### src/pkg/qstod_pkg.sv
// Purpose: constants and types for the quarter-second time-of-day counter
// Assumes: 32-bit axi4-lite register bus, 8-bit registers in the low byte
// Notes:   reference frequencies feed the 4 hz divider table
package qstod_pkg;

    // ==========================================================
    // register map (byte addresses)
    localparam logic [3:0] OFS_CONTROL = 4'h0;
    localparam logic [3:0] OFS_STATUS  = 4'h4;
    localparam logic [3:0] OFS_MATCH   = 4'h8;
    localparam logic [3:0] OFS_COUNT   = 4'hc;

    // ==========================================================
    // control register fields
    localparam int CTL_ENABLE = 7;
    localparam int CTL_SRC_HI = 6;
    localparam int CTL_SRC_LO = 5;
    localparam int CTL_CLEAR  = 4;
    localparam int CTL_PS_HI  = 2;

    // ==========================================================
    // status register fields
    localparam int ST_QTICK_FLAG = 7;
    localparam int ST_SEC_FLAG   = 6;
    localparam int ST_HIT_FLAG   = 5;
    localparam int ST_QTICK_IE   = 4;
    localparam int ST_HIT_IE     = 2;
    localparam int ST_CMP_EN     = 1;
    localparam int ST_WR_PEND    = 0;
    localparam int MATCH_LO      = 2;

    // ==========================================================
    // reset values: external 32.768 khz oscillator
    localparam logic [1:0] SRC_OSC   = 2'h0;
    localparam logic [1:0] SRC_LPO   = 2'h1;
    localparam logic [1:0] SRC_IRC   = 2'h2;
    localparam logic [2:0] PS_RESET  = 3'h1;

    // ==========================================================
    // timing
    localparam int TICK_HZ           = 4;
    localparam int HZ_LPO            = 1000;
    localparam int HZ_32K768         = 32768;
    localparam int HZ_32K            = 32000;
    localparam int HZ_38K4           = 38400;
    localparam int HZ_4M9152         = 4915200;
    localparam int HZ_4M             = 4000000;
    localparam int HZ_8M             = 8000000;
    localparam int HZ_16M            = 16000000;
    localparam int DIV_W             = 22;
    // long enough that a back-to-back match write still sees pending set
    localparam logic [1:0] CMP_WR_CYCLES = 2'h3;

    // ==========================================================
    // bus answers
    localparam logic [1:0] RESP_OKAY   = 2'h0;
    localparam logic [1:0] RESP_SLVERR = 2'h2;

    typedef struct packed {
        logic       enable;
        logic [1:0] source;
        logic [2:0] prescale;
    } qstod_ctrl_t;

    typedef struct packed {
        logic qtick;
        logic second;
        logic hit;
    } qstod_evt_t;

endpackage : qstod_pkg

### src/hw/qstod_counter.sv
// Purpose: quarter-second time-of-day counter with axi4-lite registers
// Assumes: reference clocks are pins, synchronised here; core_clk 10 mhz
// Notes:   a reference must run below half of core_clk to be counted
//
// Functional notes
// - quarter tick sets status bit 7; writing 1 clears it
// - one-second condition sets status bit 6; writing 1 clears it
// - match condition sets status bit 5; writing 1 clears it
// - bit 4 enables an interrupt on every counter increment
// - bit 3 enables an interrupt on every fourth count
// - bit 2 gates the match interrupt; match needs function enabled
// - bit 1 enables the match function; clear means no match
// - bit 0 set by match write, clears when write completes
// - 6-bit match value in bits 7:2 compared to counter upper bits
// - match write loads bits 1:0 from counter low bits
// - enabled match sets hit flag and zeroes counter upper six bits
// - 8-bit counter from zero, wraps after all ones, 256 counts
// - counter advances once per 4 hz tick from source and prescaler
// - counter clear zeroes counter and the 4 hz generator
// - reset defaults suit an external 32.768 khz oscillator
// - while disabled counter and 4 hz generator held at zero
// - 3-bit prescaler picks divider; 000 for 1 khz, 001 for 32.768 khz
// - match output pulses on match regardless of interrupt enable
// - match write while pending bit set is ignored
module qstod_counter #(
    parameter logic [21:0] DIV_32K768 =
        22'(qstod_pkg::HZ_32K768 / qstod_pkg::TICK_HZ),
    parameter logic [21:0] DIV_32K    =
        22'(qstod_pkg::HZ_32K / qstod_pkg::TICK_HZ),
    parameter logic [21:0] DIV_38K4   =
        22'(qstod_pkg::HZ_38K4 / qstod_pkg::TICK_HZ),
    parameter logic [21:0] DIV_4M9152 =
        22'(qstod_pkg::HZ_4M9152 / qstod_pkg::TICK_HZ),
    parameter logic [21:0] DIV_4M     =
        22'(qstod_pkg::HZ_4M / qstod_pkg::TICK_HZ),
    parameter logic [21:0] DIV_8M     =
        22'(qstod_pkg::HZ_8M / qstod_pkg::TICK_HZ),
    parameter logic [21:0] DIV_16M    =
        22'(qstod_pkg::HZ_16M / qstod_pkg::TICK_HZ)
) (
    input  wire logic        core_clk,
    input  wire logic        rst,
    input  wire logic        oscRefIn,
    input  wire logic        lowPowerOscIn,
    input  wire logic        intRefIn,
    input  wire logic        s_axi_awvalid,
    output logic             s_axi_awready,
    input  wire logic [3:0]  s_axi_awaddr,
    input  wire logic        s_axi_wvalid,
    output logic             s_axi_wready,
    input  wire logic [31:0] s_axi_wdata,
    input  wire logic [3:0]  s_axi_wstrb,
    output logic             s_axi_bvalid,
    input  wire logic        s_axi_bready,
    output logic [1:0]       s_axi_bresp,
    input  wire logic        s_axi_arvalid,
    output logic             s_axi_arready,
    input  wire logic [3:0]  s_axi_araddr,
    output logic             s_axi_rvalid,
    input  wire logic        s_axi_rready,
    output logic [31:0]      s_axi_rdata,
    output logic [1:0]       s_axi_rresp,
    output logic             compareHitOut,
    output logic             irqReq
);

    localparam logic [21:0] DIV_LPO =
        22'(qstod_pkg::HZ_LPO / qstod_pkg::TICK_HZ);

    // ==========================================================
    // reference synchronisers and edge detect
    logic [2:0]  refSync1_r;
    logic [2:0]  refSync2_r;
    logic        refLast_r;
    logic [2:0]  refPins;
    assign refPins = {intRefIn, lowPowerOscIn, oscRefIn};

    genvar gi;
    generate
        for (gi = 0; gi < 3; gi++) begin : g_sync
            always_ff @(posedge core_clk) begin
                refSync1_r[gi] <= rst ? 1'b0 : refPins[gi];
                refSync2_r[gi] <= rst ? 1'b0 : refSync1_r[gi];
            end
        end
    endgenerate

    // ==========================================================
    // registers
    qstod_pkg::qstod_ctrl_t ctrl_r;
    qstod_pkg::qstod_evt_t  flags_r;
    qstod_pkg::qstod_evt_t  ie_r;
    qstod_pkg::qstod_evt_t  flagSet;
    qstod_pkg::qstod_evt_t  flagClr;
    logic        cmpEn_r;
    logic [5:0]  cmpValue_r;
    logic [1:0]  cmpSnap_r;
    logic [1:0]  pendCnt_r;
    logic [7:0]  cnt_r;
    logic [7:0]  cntNxt;
    logic [7:0]  cntInc;
    logic [21:0] div_r;
    logic [21:0] divNxt;
    logic [21:0] divLimit;
    logic        refSel;
    logic        refEdge;
    logic        tick;
    logic        matchHit;
    logic        pending;
    logic        zeroAll;
    logic        clearReq;

    // ==========================================================
    // bus slave state
    logic [3:0]  awAddr_r;
    logic [7:0]  wByte_r;
    logic        wLane_r;
    logic        wrFire;
    logic        wrCtl;
    logic        wrSts;
    logic        wrMatch;
    logic        wrMapped;
    logic        rdMapped;
    logic [7:0]  rdMux;
    logic [7:0]  statusByte;

    // an unsupported source code yields no edges, so the counter stalls
    assign refSel = (ctrl_r.source == qstod_pkg::SRC_OSC) ? refSync2_r[0]
                  : (ctrl_r.source == qstod_pkg::SRC_LPO) ? refSync2_r[1]
                  : (ctrl_r.source == qstod_pkg::SRC_IRC) ? refSync2_r[2]
                  : 1'b0;
    assign refEdge = refSel & ~refLast_r;

    assign divLimit = (ctrl_r.prescale == 3'h0) ? DIV_LPO
                    : (ctrl_r.prescale == 3'h1) ? DIV_32K768
                    : (ctrl_r.prescale == 3'h2) ? DIV_32K
                    : (ctrl_r.prescale == 3'h3) ? DIV_38K4
                    : (ctrl_r.prescale == 3'h4) ? DIV_4M9152
                    : (ctrl_r.prescale == 3'h5) ? DIV_4M
                    : (ctrl_r.prescale == 3'h6) ? DIV_8M
                    : DIV_16M;

    // ==========================================================
    // write decode
    assign wrFire   = ~s_axi_awready & ~s_axi_wready & ~s_axi_bvalid;
    assign wrCtl    = wrFire & wLane_r & (awAddr_r == qstod_pkg::OFS_CONTROL);
    assign wrSts    = wrFire & wLane_r & (awAddr_r == qstod_pkg::OFS_STATUS);
    assign wrMatch  = wrFire & wLane_r & (awAddr_r == qstod_pkg::OFS_MATCH);
    assign wrMapped = (awAddr_r == qstod_pkg::OFS_CONTROL)
                    | (awAddr_r == qstod_pkg::OFS_STATUS)
                    | (awAddr_r == qstod_pkg::OFS_MATCH)
                    | (awAddr_r == qstod_pkg::OFS_COUNT);
    assign clearReq = wrCtl & wByte_r[qstod_pkg::CTL_CLEAR];

    // ==========================================================
    // 4 hz generator and counter
    assign pending  = (pendCnt_r != 2'h0);
    assign zeroAll  = ~ctrl_r.enable | clearReq;
    assign tick     = ctrl_r.enable & refEdge & (div_r == divLimit - 22'h1);
    assign cntInc   = 8'(cnt_r + 8'h01);
    // compare the full next count so the hit lands on the snapped quarter
    assign matchHit = tick & cmpEn_r & ~pending
                    & (cntInc == {cmpValue_r, cmpSnap_r});
    assign divNxt   = zeroAll ? 22'h0
                    : (tick ? 22'h0
                    : (refEdge ? 22'(div_r + 22'h1) : div_r));
    assign cntNxt   = zeroAll ? 8'h00
                    : matchHit ? {6'h00, cntInc[1:0]}
                    : tick ? cntInc : cnt_r;

    assign flagSet.qtick  = tick;
    assign flagSet.second = tick & (cntInc[1:0] == 2'h0);
    assign flagSet.hit    = matchHit;
    assign flagClr = wrSts ? wByte_r[qstod_pkg::ST_QTICK_FLAG:
                                     qstod_pkg::ST_HIT_FLAG] : 3'h0;

    always_ff @(posedge core_clk) begin
        if (rst) begin
            refLast_r <= 1'b0;
            div_r     <= 22'h0;
            cnt_r     <= 8'h00;
            flags_r   <= 3'h0;
        end else begin
            refLast_r <= refSel;
            div_r     <= divNxt;
            cnt_r     <= cntNxt;
            // a new event wins over a same-cycle clear
            flags_r   <= flagSet | (flags_r & ~flagClr);
        end
    end

    // ==========================================================
    // control, enables and compare value
    always_ff @(posedge core_clk) begin
        if (rst) begin
            ctrl_r.enable   <= 1'b0;
            ctrl_r.source   <= qstod_pkg::SRC_OSC;
            ctrl_r.prescale <= qstod_pkg::PS_RESET;
            ie_r            <= 3'h0;
            cmpEn_r         <= 1'b0;
            cmpValue_r      <= 6'h00;
            cmpSnap_r       <= 2'h0;
            pendCnt_r       <= 2'h0;
        end else begin
            if (wrCtl) begin
                // source and prescale are expected to change only when off
                ctrl_r.enable   <= wByte_r[qstod_pkg::CTL_ENABLE];
                ctrl_r.source   <= wByte_r[qstod_pkg::CTL_SRC_HI:
                                           qstod_pkg::CTL_SRC_LO];
                ctrl_r.prescale <= wByte_r[qstod_pkg::CTL_PS_HI:0];
            end
            if (wrSts) begin
                ie_r    <= wByte_r[qstod_pkg::ST_QTICK_IE:
                                   qstod_pkg::ST_HIT_IE];
                cmpEn_r <= wByte_r[qstod_pkg::ST_CMP_EN];
            end
            if (wrMatch && !pending) begin
                cmpValue_r <= wByte_r[7:qstod_pkg::MATCH_LO];
                cmpSnap_r  <= cntNxt[1:0];
                pendCnt_r  <= qstod_pkg::CMP_WR_CYCLES;
            end else if (pending) begin
                pendCnt_r  <= 2'(pendCnt_r - 2'h1);
            end
        end
    end

    // ==========================================================
    // outputs to the system
    always_ff @(posedge core_clk) begin
        if (rst) begin
            compareHitOut <= 1'b0;
            irqReq        <= 1'b0;
        end else begin
            compareHitOut <= matchHit;
            irqReq        <= |(flags_r & ie_r);
        end
    end

    // ==========================================================
    // axi4-lite write channels
    always_ff @(posedge core_clk) begin
        if (rst) begin
            s_axi_awready <= 1'b1;
            s_axi_wready  <= 1'b1;
            s_axi_bvalid  <= 1'b0;
            s_axi_bresp   <= qstod_pkg::RESP_OKAY;
            awAddr_r      <= 4'h0;
            wByte_r       <= 8'h00;
            wLane_r       <= 1'b0;
        end else begin
            if (s_axi_awvalid && s_axi_awready) begin
                s_axi_awready <= 1'b0;
                awAddr_r      <= s_axi_awaddr;
            end else if (wrFire) begin
                s_axi_awready <= 1'b1;
            end
            if (s_axi_wvalid && s_axi_wready) begin
                s_axi_wready <= 1'b0;
                wByte_r      <= s_axi_wdata[7:0];
                wLane_r      <= s_axi_wstrb[0];
            end else if (wrFire) begin
                s_axi_wready <= 1'b1;
            end
            if (wrFire) begin
                s_axi_bvalid <= 1'b1;
                s_axi_bresp  <= wrMapped ? qstod_pkg::RESP_OKAY
                                         : qstod_pkg::RESP_SLVERR;
            end else if (s_axi_bready) begin
                s_axi_bvalid <= 1'b0;
            end
        end
    end

    // ==========================================================
    // axi4-lite read channels
    assign statusByte = {flags_r, ie_r, cmpEn_r, pending};
    assign rdMapped = (s_axi_araddr == qstod_pkg::OFS_CONTROL)
                    | (s_axi_araddr == qstod_pkg::OFS_STATUS)
                    | (s_axi_araddr == qstod_pkg::OFS_MATCH)
                    | (s_axi_araddr == qstod_pkg::OFS_COUNT);
    // the clear bit always reads back as zero
    assign rdMux = (s_axi_araddr == qstod_pkg::OFS_CONTROL)
                 ? {ctrl_r.enable, ctrl_r.source, 2'h0, ctrl_r.prescale}
                 : (s_axi_araddr == qstod_pkg::OFS_STATUS) ? statusByte
                 : (s_axi_araddr == qstod_pkg::OFS_MATCH)
                 ? {cmpValue_r, cmpSnap_r}
                 : (s_axi_araddr == qstod_pkg::OFS_COUNT) ? cnt_r
                 : 8'h00;

    always_ff @(posedge core_clk) begin
        if (rst) begin
            s_axi_arready <= 1'b1;
            s_axi_rvalid  <= 1'b0;
            s_axi_rdata   <= 32'h0;
            s_axi_rresp   <= qstod_pkg::RESP_OKAY;
        end else begin
            if (s_axi_arvalid && s_axi_arready) begin
                s_axi_arready <= 1'b0;
                s_axi_rvalid  <= 1'b1;
                s_axi_rdata   <= {24'h0, rdMux};
                s_axi_rresp   <= rdMapped ? qstod_pkg::RESP_OKAY
                                          : qstod_pkg::RESP_SLVERR;
            end else if (s_axi_rvalid && s_axi_rready) begin
                s_axi_arready <= 1'b1;
                s_axi_rvalid  <= 1'b0;
            end
        end
    end
endmodule : qstod_counter

### config.mk
export PLATFORM = sky130hd
export DESIGN_NAME = qstod_counter
export DESIGN_NICKNAME = d
export VERILOG_FILES = /design/src/pkg/qstod_pkg.sv /design/src/hw/qstod_counter.sv
export SDC_FILE = /design/constraint.sdc
export NUM_CORES = 1
export LEC_CHECK = 0
export BUFFER_PORTS_ARGS = -buffer_cell sky130_fd_sc_hd__buf_2
export CORE_MARGIN = 1
export CORE_UTILIZATION = 55
export DETAILED_ROUTE_END_ITERATION = 10
export PLACE_DENSITY = 0.8
export SYNTH_ARGS = -nofsm -noshare
export SYNTH_HDL_FRONTEND = slang
export SYNTH_SLANG_ARGS = --single-unit
export TNS_END_PERCENT = 5
### constraint.sdc
create_clock -name core_clk -period 3.35 [get_ports core_clk]
set_clock_uncertainty 0.1 [all_clocks]
set_input_delay 0.1675 -clock core_clk [delete_from_list [all_inputs] [get_ports core_clk]]
set_output_delay 0.1675 -clock core_clk [all_outputs]
set_load 0.01 [all_outputs]
==> summary.md, run 1 <==
| Metric | Value |
|---|---|
| Total number of nets in the final design | `655` |
| Overflow left after global routing | `0` |
| Startpoint Class | `flip-flop` |
| Switching power share of the total | `0.2672` |
| Boundary pin count | `97` |
| Internal Dissipation | `1.536 mW` |
| Part of the power in registers | `0.538` |
| Required time of the worst setup path | `3560 ps` |
| Hold path startpoint | `s_axi_wvalid` |
| Antenna cell count | `0` |
| Crit Path Class | `reg -> reg` |
| TritonCTS clock tree | `yes` |
| Critical path fanouts, max | `7` |
| Switching power of the nets | `0.5602 mW` |
| Result of the run | `complete, no violations` |
| Pin slew with the least headroom to its limit | `1090 ps` |
| Kind of end point of the critical path | `flip-flop` |
| Buffer depth of the longest clock path | `2` |
| Maximum number of pins on one net before global-route repair | `64` |
| Hold Vio Cnt, Final | `0` |
| Post-DP HPWL | `7403 µm` |
| Mean instance size in the synthesized netlist | `8.678 µm²` |
| Unrepaired setup endpoints after global routing | `false` |
| Number of I/O port buffers | `43` |
| Max-cap violations | `0` |
| Worst ir drop on vdd | `0.2694 mV` |
| Number of buffers added by the clock tree synthesis step | `9` |
| Worst slew margin relative to its limit | `0.2734` |
| Worst-Skew Late Latency | `370 ps` |
| Top cell type by total area after synthesis | `dfxtp_1` |
| Time the worst path needs with I/O delays and setup | `3144 ps` |
| Flip-flop and latch area | `1802 µm²` |
| Combined global-route utilization of all metal layers | `0.2451` |
| Clock-pin transition on the worst setup and hold timing paths | `100 ps` |
| Num Clock Sinks | `90` |
| Final number of max-transition violations | `0` |
| Final estimated routing congestion in global placement | `0.9937` |
| Number of flops mapped to enable cells by yosys | `0` |
| Routed Wire Length | `10,540 µm` |
| Number of antenna violations at the first check in global routing | `0` |
| Synthesized instance count | `545` |
| Mean routed wirelength per cell | `14.95 µm` |
| Layout cell share with drive strength beyond 1 | `0.1417` |
| Root buffer cell | `clkbuf_8` |
| Synth Flop Type | `dfxtp_1` |
| Dominant cells by area after synthesis | `dfxtp_1 (38%), buf_4 (4.3%), nor2_1 (4.2%)` |
| Source of the worst register-to-register timing path | `ctrl_r[0]` |
| First-pass GRT wire length | `17,360 µm` |
| Multi-input gate area in the final layout | `2630 µm²` |
| Pwr Density | `393.4 nW/µm²` |
| H-tree levels | `3` |
| Final worst-path cycle share | `0.9385` |
| Part of the power in the clock network | `0.361` |
| Placed Cells incl. Taps | `667` |
| Total DRC errors in the routed layout | `0` |
| Filler Cell Count | `669` |
| Type of the worst min-delay path | `in -> reg` |
| Setup Viol. Count Final | `0` |
| Commonest cells after routing, fill and taps aside | `dfxtp_1 (90), nor2_1 (53), buf_2 (43)` |
| Cell variety after synth | `71` |
| Number of global-route vias before repair | `3,764` |
| Share of flip-flops with an asynchronous set or reset | `0` |
| Max Fclk | `318.1 MHz` |
| Register area share after synthesis | `0.3810` |
| CP Launch Point | `ctrl_r[0]` |
| Vertical extent of the die | `94.73 µm` |
| Data arrival time of the critical path | `3350 ps` |
| Die Outline Area | `8974 µm²` |
| Yosys synthesis warning count | `0` |
| Area of the mapped netlist | `4730 µm²` |
| First-pass iteration count of the detailed router | `5` |
| Final setup TNS | `0 ps` |
| Via total after detailed routing | `4,116` |
| Area added between synthesis and finish | `12.70%` |
| Number of rows in the core area | `33` |
| Initial cell density of the core | `0.5727` |
| Synth top area share | `0.3810` |
| Post CTS Setup Buffer Count | `0` |
| Vias per std cell | `5.838` |
| Non-filler cells in the finished layout | `705` |
| DRT antenna net count | `0` |
| Die width | `94.73 µm` |
| Reported leakage power | `2.008 nW` |
| Detailed Route Iter0 Violations | `277` |
| Logic gate share of total power | `0.100` |
| Standard cell core area | `8258 µm²` |
| Most common library cell in the layout ignoring fill and taps | `dfxtp_1` |
| Synthesis-stage register bit count | `90` |
-- area by class of cell --
| cell class | count | share of cell area |
|---|---|---|
| Sequential cell | 90 | 0.3380 |
| Tap cell | 105 | 0.02465 |
| Timing Repair Buffer | 76 | 0.09765 |
| Clock inverter | 6 | 0.01385 |
| Multi-Input combinational cell | 406 | 0.4934 |
| Inverter | 13 | 0.009155 |
| Clock buffer | 9 | 0.02324 |
-- state kept, by name, indices dropped and copies added (netlist names), 2 cells and up --
| register | cells |
|---|---|
| pendCnt_r | 2 |
| ie_r | 3 |
| refSync2_r | 3 |
| cmpValue_r | 6 |
| refSync1_r | 3 |
| flags_r | 3 |
| awAddr_r | 4 |
| cnt_r | 8 |
| wByte_r | 8 |
| div_r | 22 |
| s_axi_rdata | 8 |
| ctrl_r | 6 |
| cmpSnap_r | 2 |
-- path summary, 6_finish.rpt --
| kind | depth (start not counted) | slack, ps | to |
|---|---|---|---|
| worst max-delay path | 11 | 210 | cnt_r[7] |
| worst min-delay path | 2 | 40 | s_axi_wready |
| worst max register to register | 11 | 210 | cnt_r[7] |
| worst min register to register | 1 | 340 | refSync2_r[0] |
-- what timing repair did --
item,in CTS,in global routing
gates resized for setup,0,1
hold endpoints to repair,21,0
endpoints found under the setup margin,0,2
hold buffers,23,0
-- kinds of logic after synthesis --
group | after synthesis | synth area share
simple gates | 218 | 0.2484
fa+ha+maj | 5 | 0.01323
buf+inv | 74 | 0.08281
other cells | 1 | 0.0007929
compound gates | 99 | 0.1413
flops | 90 | 0.3810
xor+xnor | 37 | 0.07169
mux | 21 | 0.06085
-- critical path: stages (launching register included) --
cell and delay, ps:
dfxtp_1 410, and2b_1 260, nor3_1 210, a21oi_1 90
ha_1 270, buf_4 170, and3b_1 180, a211oi_1 260
o22ai_1 160, nand4bb_2 350, nor3_2 430, a32o_1 180
-- Yosys cell counts (all sizes together) (4+ instances only) --
cell type,count
a211oi,5
a21oi,33
a22oi,8
a32o,6
and2,4
and3,8
and4,4
buf,39
clkbuf,22
dfxtp,90
ha,5
inv,13
mux2i,13
mux4,6
nand2,39
nand2b,7
nand3,32
nand3b,7
nand4,8
nor2,53
nor2b,10
nor3,17
nor3b,5
o211ai,9
o21ai,12
xnor2,14
xor2,22
-- layer usage --
metal	vias up	share of wire	global-route usage
met5	-	0	0
met1	1946	0.44	0.3175
met2	154	0.49	0.4059
li1	1998	-	-
met3	18	0.053	0.05233
met4	0	0.016	0.07702
-- power groups by stage --
| stage | clock (mW) | sequential (mW) | combinational, mW |
|---|---|---|---|
| after CTS | 0.774 | 1.13 | 0.205 |
| after floorplan | 0 | 1.15 | 0.157 |
| after detailed placement | 0 | 1.15 | 0.184 |
| final | 0.758 | 1.13 | 0.210 |
| after global placement | 0 | 1.15 | 0.180 |
| after global routing | 0.813 | 1.13 | 0.231 |
-- per-stage QoR --
stage	power (mW)	utilization	setup WS [ps]	hold slack, ps	cell area [µm²]
2_1_floorplan	1.303	-	357.2	167.9	4823
3_3_place_gp	1.331	0.5936	308.1	284.7	4902
3_5_place_dp	1.337	0.5936	208.9	283.6	4902
4_1_cts	2.108	0.6455	198.3	25.78	5330
5_1_grt	2.177	0.6455	13.71	44.01	5330
6_report	2.097	0.6455	206.1	35.40	5330
No activity file was read; power rests on OpenSTA's default activity.
==> run 2: changes to the inputs <==
==> constraint.sdc (replaced) <==
create_clock -name core_clk -period 3.35 [get_ports core_clk]
set_clock_uncertainty 0.1 [all_clocks]
set_input_delay 0.8375 -clock core_clk [delete_from_list [all_inputs] [get_ports core_clk]]
set_output_delay 0.8375 -clock core_clk [all_outputs]
set_load 0.01 [all_outputs]
==> summary.md, run 2 (same netlist as run 1, synthesis figures left out) <==
| Metric | Value |
|---|---|
| Pin slew with the least headroom to its limit | `954.3 ps` |
| Antenna cell count | `0` |
| Number of antenna violations at the first check in global routing | `0` |
| Final number of max-transition violations | `0` |
| Num Clock Sinks | `90` |
| Vertical extent of the die | `94.73 µm` |
| Max Fclk | `309.2 MHz` |
| Buffer depth of the longest clock path | `2` |
| Max-cap violations | `0` |
| Post-cts resize count | `0` |
| Die Outline Area | `8974 µm²` |
| Root buffer cell | `clkbuf_8` |
| Clock-pin transition on the worst setup and hold timing paths | `90 ps` |
| Number of rows in the core area | `33` |
| Combined global-route utilization of all metal layers | `0.2462` |
| Number of buffers added by the clock tree synthesis step | `9` |
| Standard cell core area | `8258 µm²` |
| Commonest cells after routing, fill and taps aside | `dfxtp_1 (90), nor2_1 (53), buf_2 (43)` |
| Master of the slowest instance on the critical path | `and4bb_1` |
| Unrepaired setup endpoints after global routing | `true` |
| Worst slew margin relative to its limit | `0.3589` |
| First-pass GRT wire length | `17,190 µm` |
| First-pass iteration count of the detailed router | `5` |
| Most common library cell in the layout ignoring fill and taps | `dfxtp_1` |
| Number of I/O port buffers | `43` |
| Final estimated routing congestion in global placement | `0.9965` |
| Reported leakage power | `1.947 nW` |
| Final core utilization | `0.6226` |
| Reg with most FFs | `div_r` |
| Total DRC errors in the routed layout | `0` |
| Via total after detailed routing | `4,069` |
| Boundary pin count | `97` |
| Time the worst path needs with I/O delays and setup | `3234 ps` |
| Final worst-path cycle share | `0.9653` |
| Data arrival time of the critical path | `3430 ps` |
| Number of global-route vias before repair | `3,616` |
| Post-DP HPWL | `7509 µm` |
| Crit-path cells | `and2b_1 -> nor3_1 -> a21oi_1 -> ha_1 -> buf_4 -> xor2_1 -> a211oi_1 -> o22ai_1 -> and4bb_1 -> buf_4 -> nand3_1 -> a21oi_1` |
| Largest stage delay on the critical path | `460 ps` |
| Max reg flops | `22` |
| H-tree levels | `3` |
| Type of the worst min-delay path | `reg -> reg` |
| Overflow left after global routing | `0` |
| Placed Cells incl. Taps | `668` |
| Worst-Skew Late Latency | `370 ps` |
| Critical path fanouts, max | `7` |
| Hold Vio Cnt, Final | `0` |
| Setup Viol. Count Final | `0` |
| Crit Path Class | `reg -> reg` |
| Area added between synthesis and finish | `8.704%` |
| Filler Cell Count | `694` |
| Required time of the worst setup path | `3550 ps` |
| Initial cell density of the core | `0.5727` |
| Layout cell share with drive strength beyond 1 | `0.1488` |
| Final setup TNS | `0 ps` |
| DRT antenna net count | `0` |
| Startpoint Class | `flip-flop` |
| Combined buffer and inverter count along the critical path | `2` |
| Non-filler cells in the finished layout | `683` |
| Mean routed wirelength per cell | `15.53 µm` |
| Detailed Route Iter0 Violations | `338` |
| Routed Wire Length | `10,610 µm` |
| TritonCTS clock tree | `yes` |
| Maximum number of pins on one net before global-route repair | `40` |
| Total number of nets in the final design | `633` |
| # hold bufs at CTS | `0` |
| Worst ir drop on vdd | `0.3694 mV` |
| Die width | `94.73 µm` |
| Final Power | `2.157 mW` |
| Post CTS Setup Buffer Count | `0` |
| Kind of end point of the critical path | `flip-flop` |
| Vias per std cell | `5.958` |
| Pwr Density | `419.6 nW/µm²` |
| Result of the run | `complete, no violations` |
| Kind of cell adding the most delay to the critical path | `simple AND/OR/NAND/NOR gates` |
## run 2: final timing paths
kind	slack, ps	startpoint	endpoint	cells after the start
setup / recovery	120	ctrl_r[0]	flags_r[0]	12
hold / removal	330	refSync1_r[2]	refSync2_r[2]	1
setup reg to reg	120	ctrl_r[0]	flags_r[0]	12
hold reg to reg	330	refSync1_r[2]	refSync2_r[2]	1
## run 2: layout make-up
type	count	area [µm²]	area share
tap	105	131.4	0.02555
clock inverter	5	85.08	0.01655
multi-input combinational	406	2639	0.5133
clock buffer	10	137.6	0.02677
timing repair buffer	54	297.8	0.05792
inverter	13	48.80	0.009491
sequential	90	1802	0.3505
## run 2: metal layers
layer	global-route usage	vias up	wire length [µm]
li1	-	1947	-
met1	0.3240	1911	4654
met4	0.1061	0	244
met2	0.3903	181	5016
met5	0	-	0
met3	0.04992	30	690
## run 2: power breakdown
part           switching (mW)  leakage (nW)  internal, mW  total (mW)
sequential             0.0274         0.730          1.10        1.13
clock                   0.397         0.109         0.442       0.838
combinational           0.123          1.11        0.0674       0.190
## run 2: metrics by stage
step                cell area [µm²]  hold slack, ps  setup WS (ps)
floorplan                      4823           313.8          357.2
global placement               4910           323.5          286.1
detailed placement             4910           324.6          203.5
CTS                            5132           339.8          164.5
global route                   5141           352.9         -81.91
finish                         5141           333.1          116.2
==> run 3: changes to the inputs <==
==> constraint.sdc (replaced) <==
create_clock -name core_clk -period 3.45 [get_ports core_clk]
set_clock_uncertainty 0.1 [all_clocks]
set_input_delay 0.8625 -clock core_clk [delete_from_list [all_inputs] [get_ports core_clk]]
set_output_delay 0.8625 -clock core_clk [all_outputs]
set_load 0.01 [all_outputs]
==> summary.md, run 3 (same netlist as run 1, synthesis figures left out) <==
| Metric | Value |
|---|---|
| Worst Hold Margin | `345.8 ps` |
| Reg with most FFs | `div_r` |
| Required time of the worst setup path | `3610 ps` |
| Maximum number of pins on one net before global-route repair | `37` |
| Overflow left after global routing | `0` |
| Clock-pin transition on the worst setup and hold timing paths | `90 ps` |
| Max Fclk | `307.2 MHz` |
| Number of I/O port buffers | `43` |
| Master of the slowest instance on the critical path | `and4bb_1` |
| Layout cell share with drive strength beyond 1 | `0.1471` |
| Max-cap violations | `0` |
| Max reg flops | `22` |
| Vertical extent of the die | `94.73 µm` |
| WHS Endpoint | `refSync2_r[2]` |
| # hold bufs at CTS | `0` |
| Crit-path cells | `and2b_1 -> nor3_1 -> a21oi_1 -> ha_1 -> buf_4 -> and3b_1 -> a211oi_1 -> o22ai_1 -> and4bb_1 -> o211ai_1 -> a32o_1` |
| Reported leakage power | `1.933 nW` |
| Pwr Density | `399.3 nW/µm²` |
| Post-Place Cell Area | `4902 µm²` |
| Total number of nets in the final design | `632` |
| Unrepaired setup endpoints after global routing | `false` |
| Worst-Skew Late Latency | `370 ps` |
| First-pass GRT wire length | `17,510 µm` |
| DRT antenna net count | `0` |
| Largest stage delay on the critical path | `530 ps` |
| Result of the run | `complete, no violations` |
| First-pass iteration count of the detailed router | `5` |
| R2R cell count | `11` |
| Total DRC errors in the routed layout | `0` |
| Register-to-register path setup slack | `190 ps` |
| Mean routed wirelength per cell | `15.44 µm` |
| Post-DP HPWL | `7595 µm` |
| Num Clock Sinks | `90` |
| Vias per std cell | `5.883` |
| Startpoint Class | `flip-flop` |
| Via total after detailed routing | `4,018` |
| Area added between synthesis and finish | `8.095%` |
| Multi-input gate area in the final layout | `2630 µm²` |
| Number of buffers added by the clock tree synthesis step | `9` |
| Final estimated routing congestion in global placement | `0.9703` |
| Worst ir drop on vdd | `0.2454 mV` |
| Flip-flop and latch area | `1802 µm²` |
| Setup Viol. Count Final | `0` |
| Post-route standard cell area excluding fillers | `5112 µm²` |
| Filler Cell Count | `702` |
| Post-cts resize count | `0` |
| Crit Path Class | `reg -> reg` |
| Hold Path Depth | `1` |
| Type of the worst min-delay path | `reg -> reg` |
| TritonCTS clock tree | `yes` |
| Most common library cell in the layout ignoring fill and taps | `dfxtp_1` |
| Kind of end point of the critical path | `flip-flop` |
| Data arrival time of the critical path | `3420 ps` |
| Final setup TNS | `0 ps` |
| FF-to-FF End | `cnt_r[4]` |
| Die width | `94.73 µm` |
| Time the worst path needs with I/O delays and setup | `3256 ps` |
| Combined global-route utilization of all metal layers | `0.2491` |
| Root buffer cell | `clkbuf_8` |
| Buffer depth of the longest clock path | `2` |
| Number of rows in the core area | `33` |
| Final worst-path cycle share | `0.9436` |
| Boundary pin count | `97` |
| Initial cell density of the core | `0.5727` |
| Critical path fanouts, max | `11` |
| Antenna cell count | `0` |
| Standard cell core area | `8258 µm²` |
| Commonest cells after routing, fill and taps aside | `dfxtp_1 (90), nor2_1 (53), buf_2 (43)` |
| Pin slew with the least headroom to its limit | `906.0 ps` |
| Worst slew margin relative to its limit | `0.3914` |
| Final number of max-transition violations | `0` |
| Hold Vio Cnt, Final | `0` |
| Die Outline Area | `8974 µm²` |
| Source of the worst register-to-register timing path | `ctrl_r[0]` |
| Number of antenna violations at the first check in global routing | `0` |
| Hold path startpoint | `refSync1_r[2]` |
| H-tree levels | `3` |
| Post CTS Setup Buffer Count | `0` |
| Routed Wire Length | `10,540 µm` |
| Detailed Route Iter0 Violations | `394` |
| Number of global-route vias before repair | `3,707` |
run 3: worst max path at each step:
stage	end	startpoint
6_report	cnt_r[4]	ctrl_r[0]
5_1_grt	cnt_r[2]	ctrl_r[0]
3_3_place_gp	cnt_r[4]	ctrl_r[0]
2_1_floorplan	cnt_r[5]	ctrl_r[2]
3_5_place_dp	cnt_r[6]	ctrl_r[0]
4_1_cts	cnt_r[4]	ctrl_r[0]
run 3: layout make-up:
type	instances	share of cell area
Inverter	13	0.009545
Clock buffer	9	0.02423
Timing Repair Buffer	53	0.05678
Clock inverter	7	0.01689
Multi-Input combinational cell	406	0.5144
Tap cell	105	0.02570
Sequential cell	90	0.3524
run 3: critical path, delay by kind of cell (launching register included):
| family | cells | cell delay, ps |
|---|---|---|
| flip-flops | 1 | 420 |
| adder cells (fa/ha/maj) | 1 | 270 |
| AO/OA/AOI/OAI | 5 | 1010 |
| AND/OR/NAND/NOR | 4 | 1160 |
| buffers and inverters | 1 | 180 |
run 3: power breakdown:
part / total [mW] / leakage, nW / switching, mW / internal [mW]
clock network: 0.760 / 0.107 / 0.411 / 0.349
registers: 1.10 / 0.730 / 0.0268 / 1.07
logic: 0.185 / 1.10 / 0.119 / 0.0654
run 3: stage by stage:
stage / cells / total power, mW / setup WS, ps / utilization
after global routing: 683 / 2.120 / 11.72 / 0.6191
after CTS: 683 / 2.051 / 212.7 / 0.6191
final: 683 / 2.041 / 194.4 / 0.6191
after global placement: 667 / 1.292 / 393.1 / 0.5936
after floorplan: 570 / 1.265 / 457.2 / -
after detailed placement: 667 / 1.300 / 286.8 / 0.5936
run 3: per-layer routing:
metal  vias to the layer above  GRT usage  share of wire
met5                         -          0              0
li1                       1946          -              -
met2                       161     0.3933           0.47
met3                        29    0.04831          0.057
met1                      1882     0.3282           0.44
met4                         0     0.1136          0.029
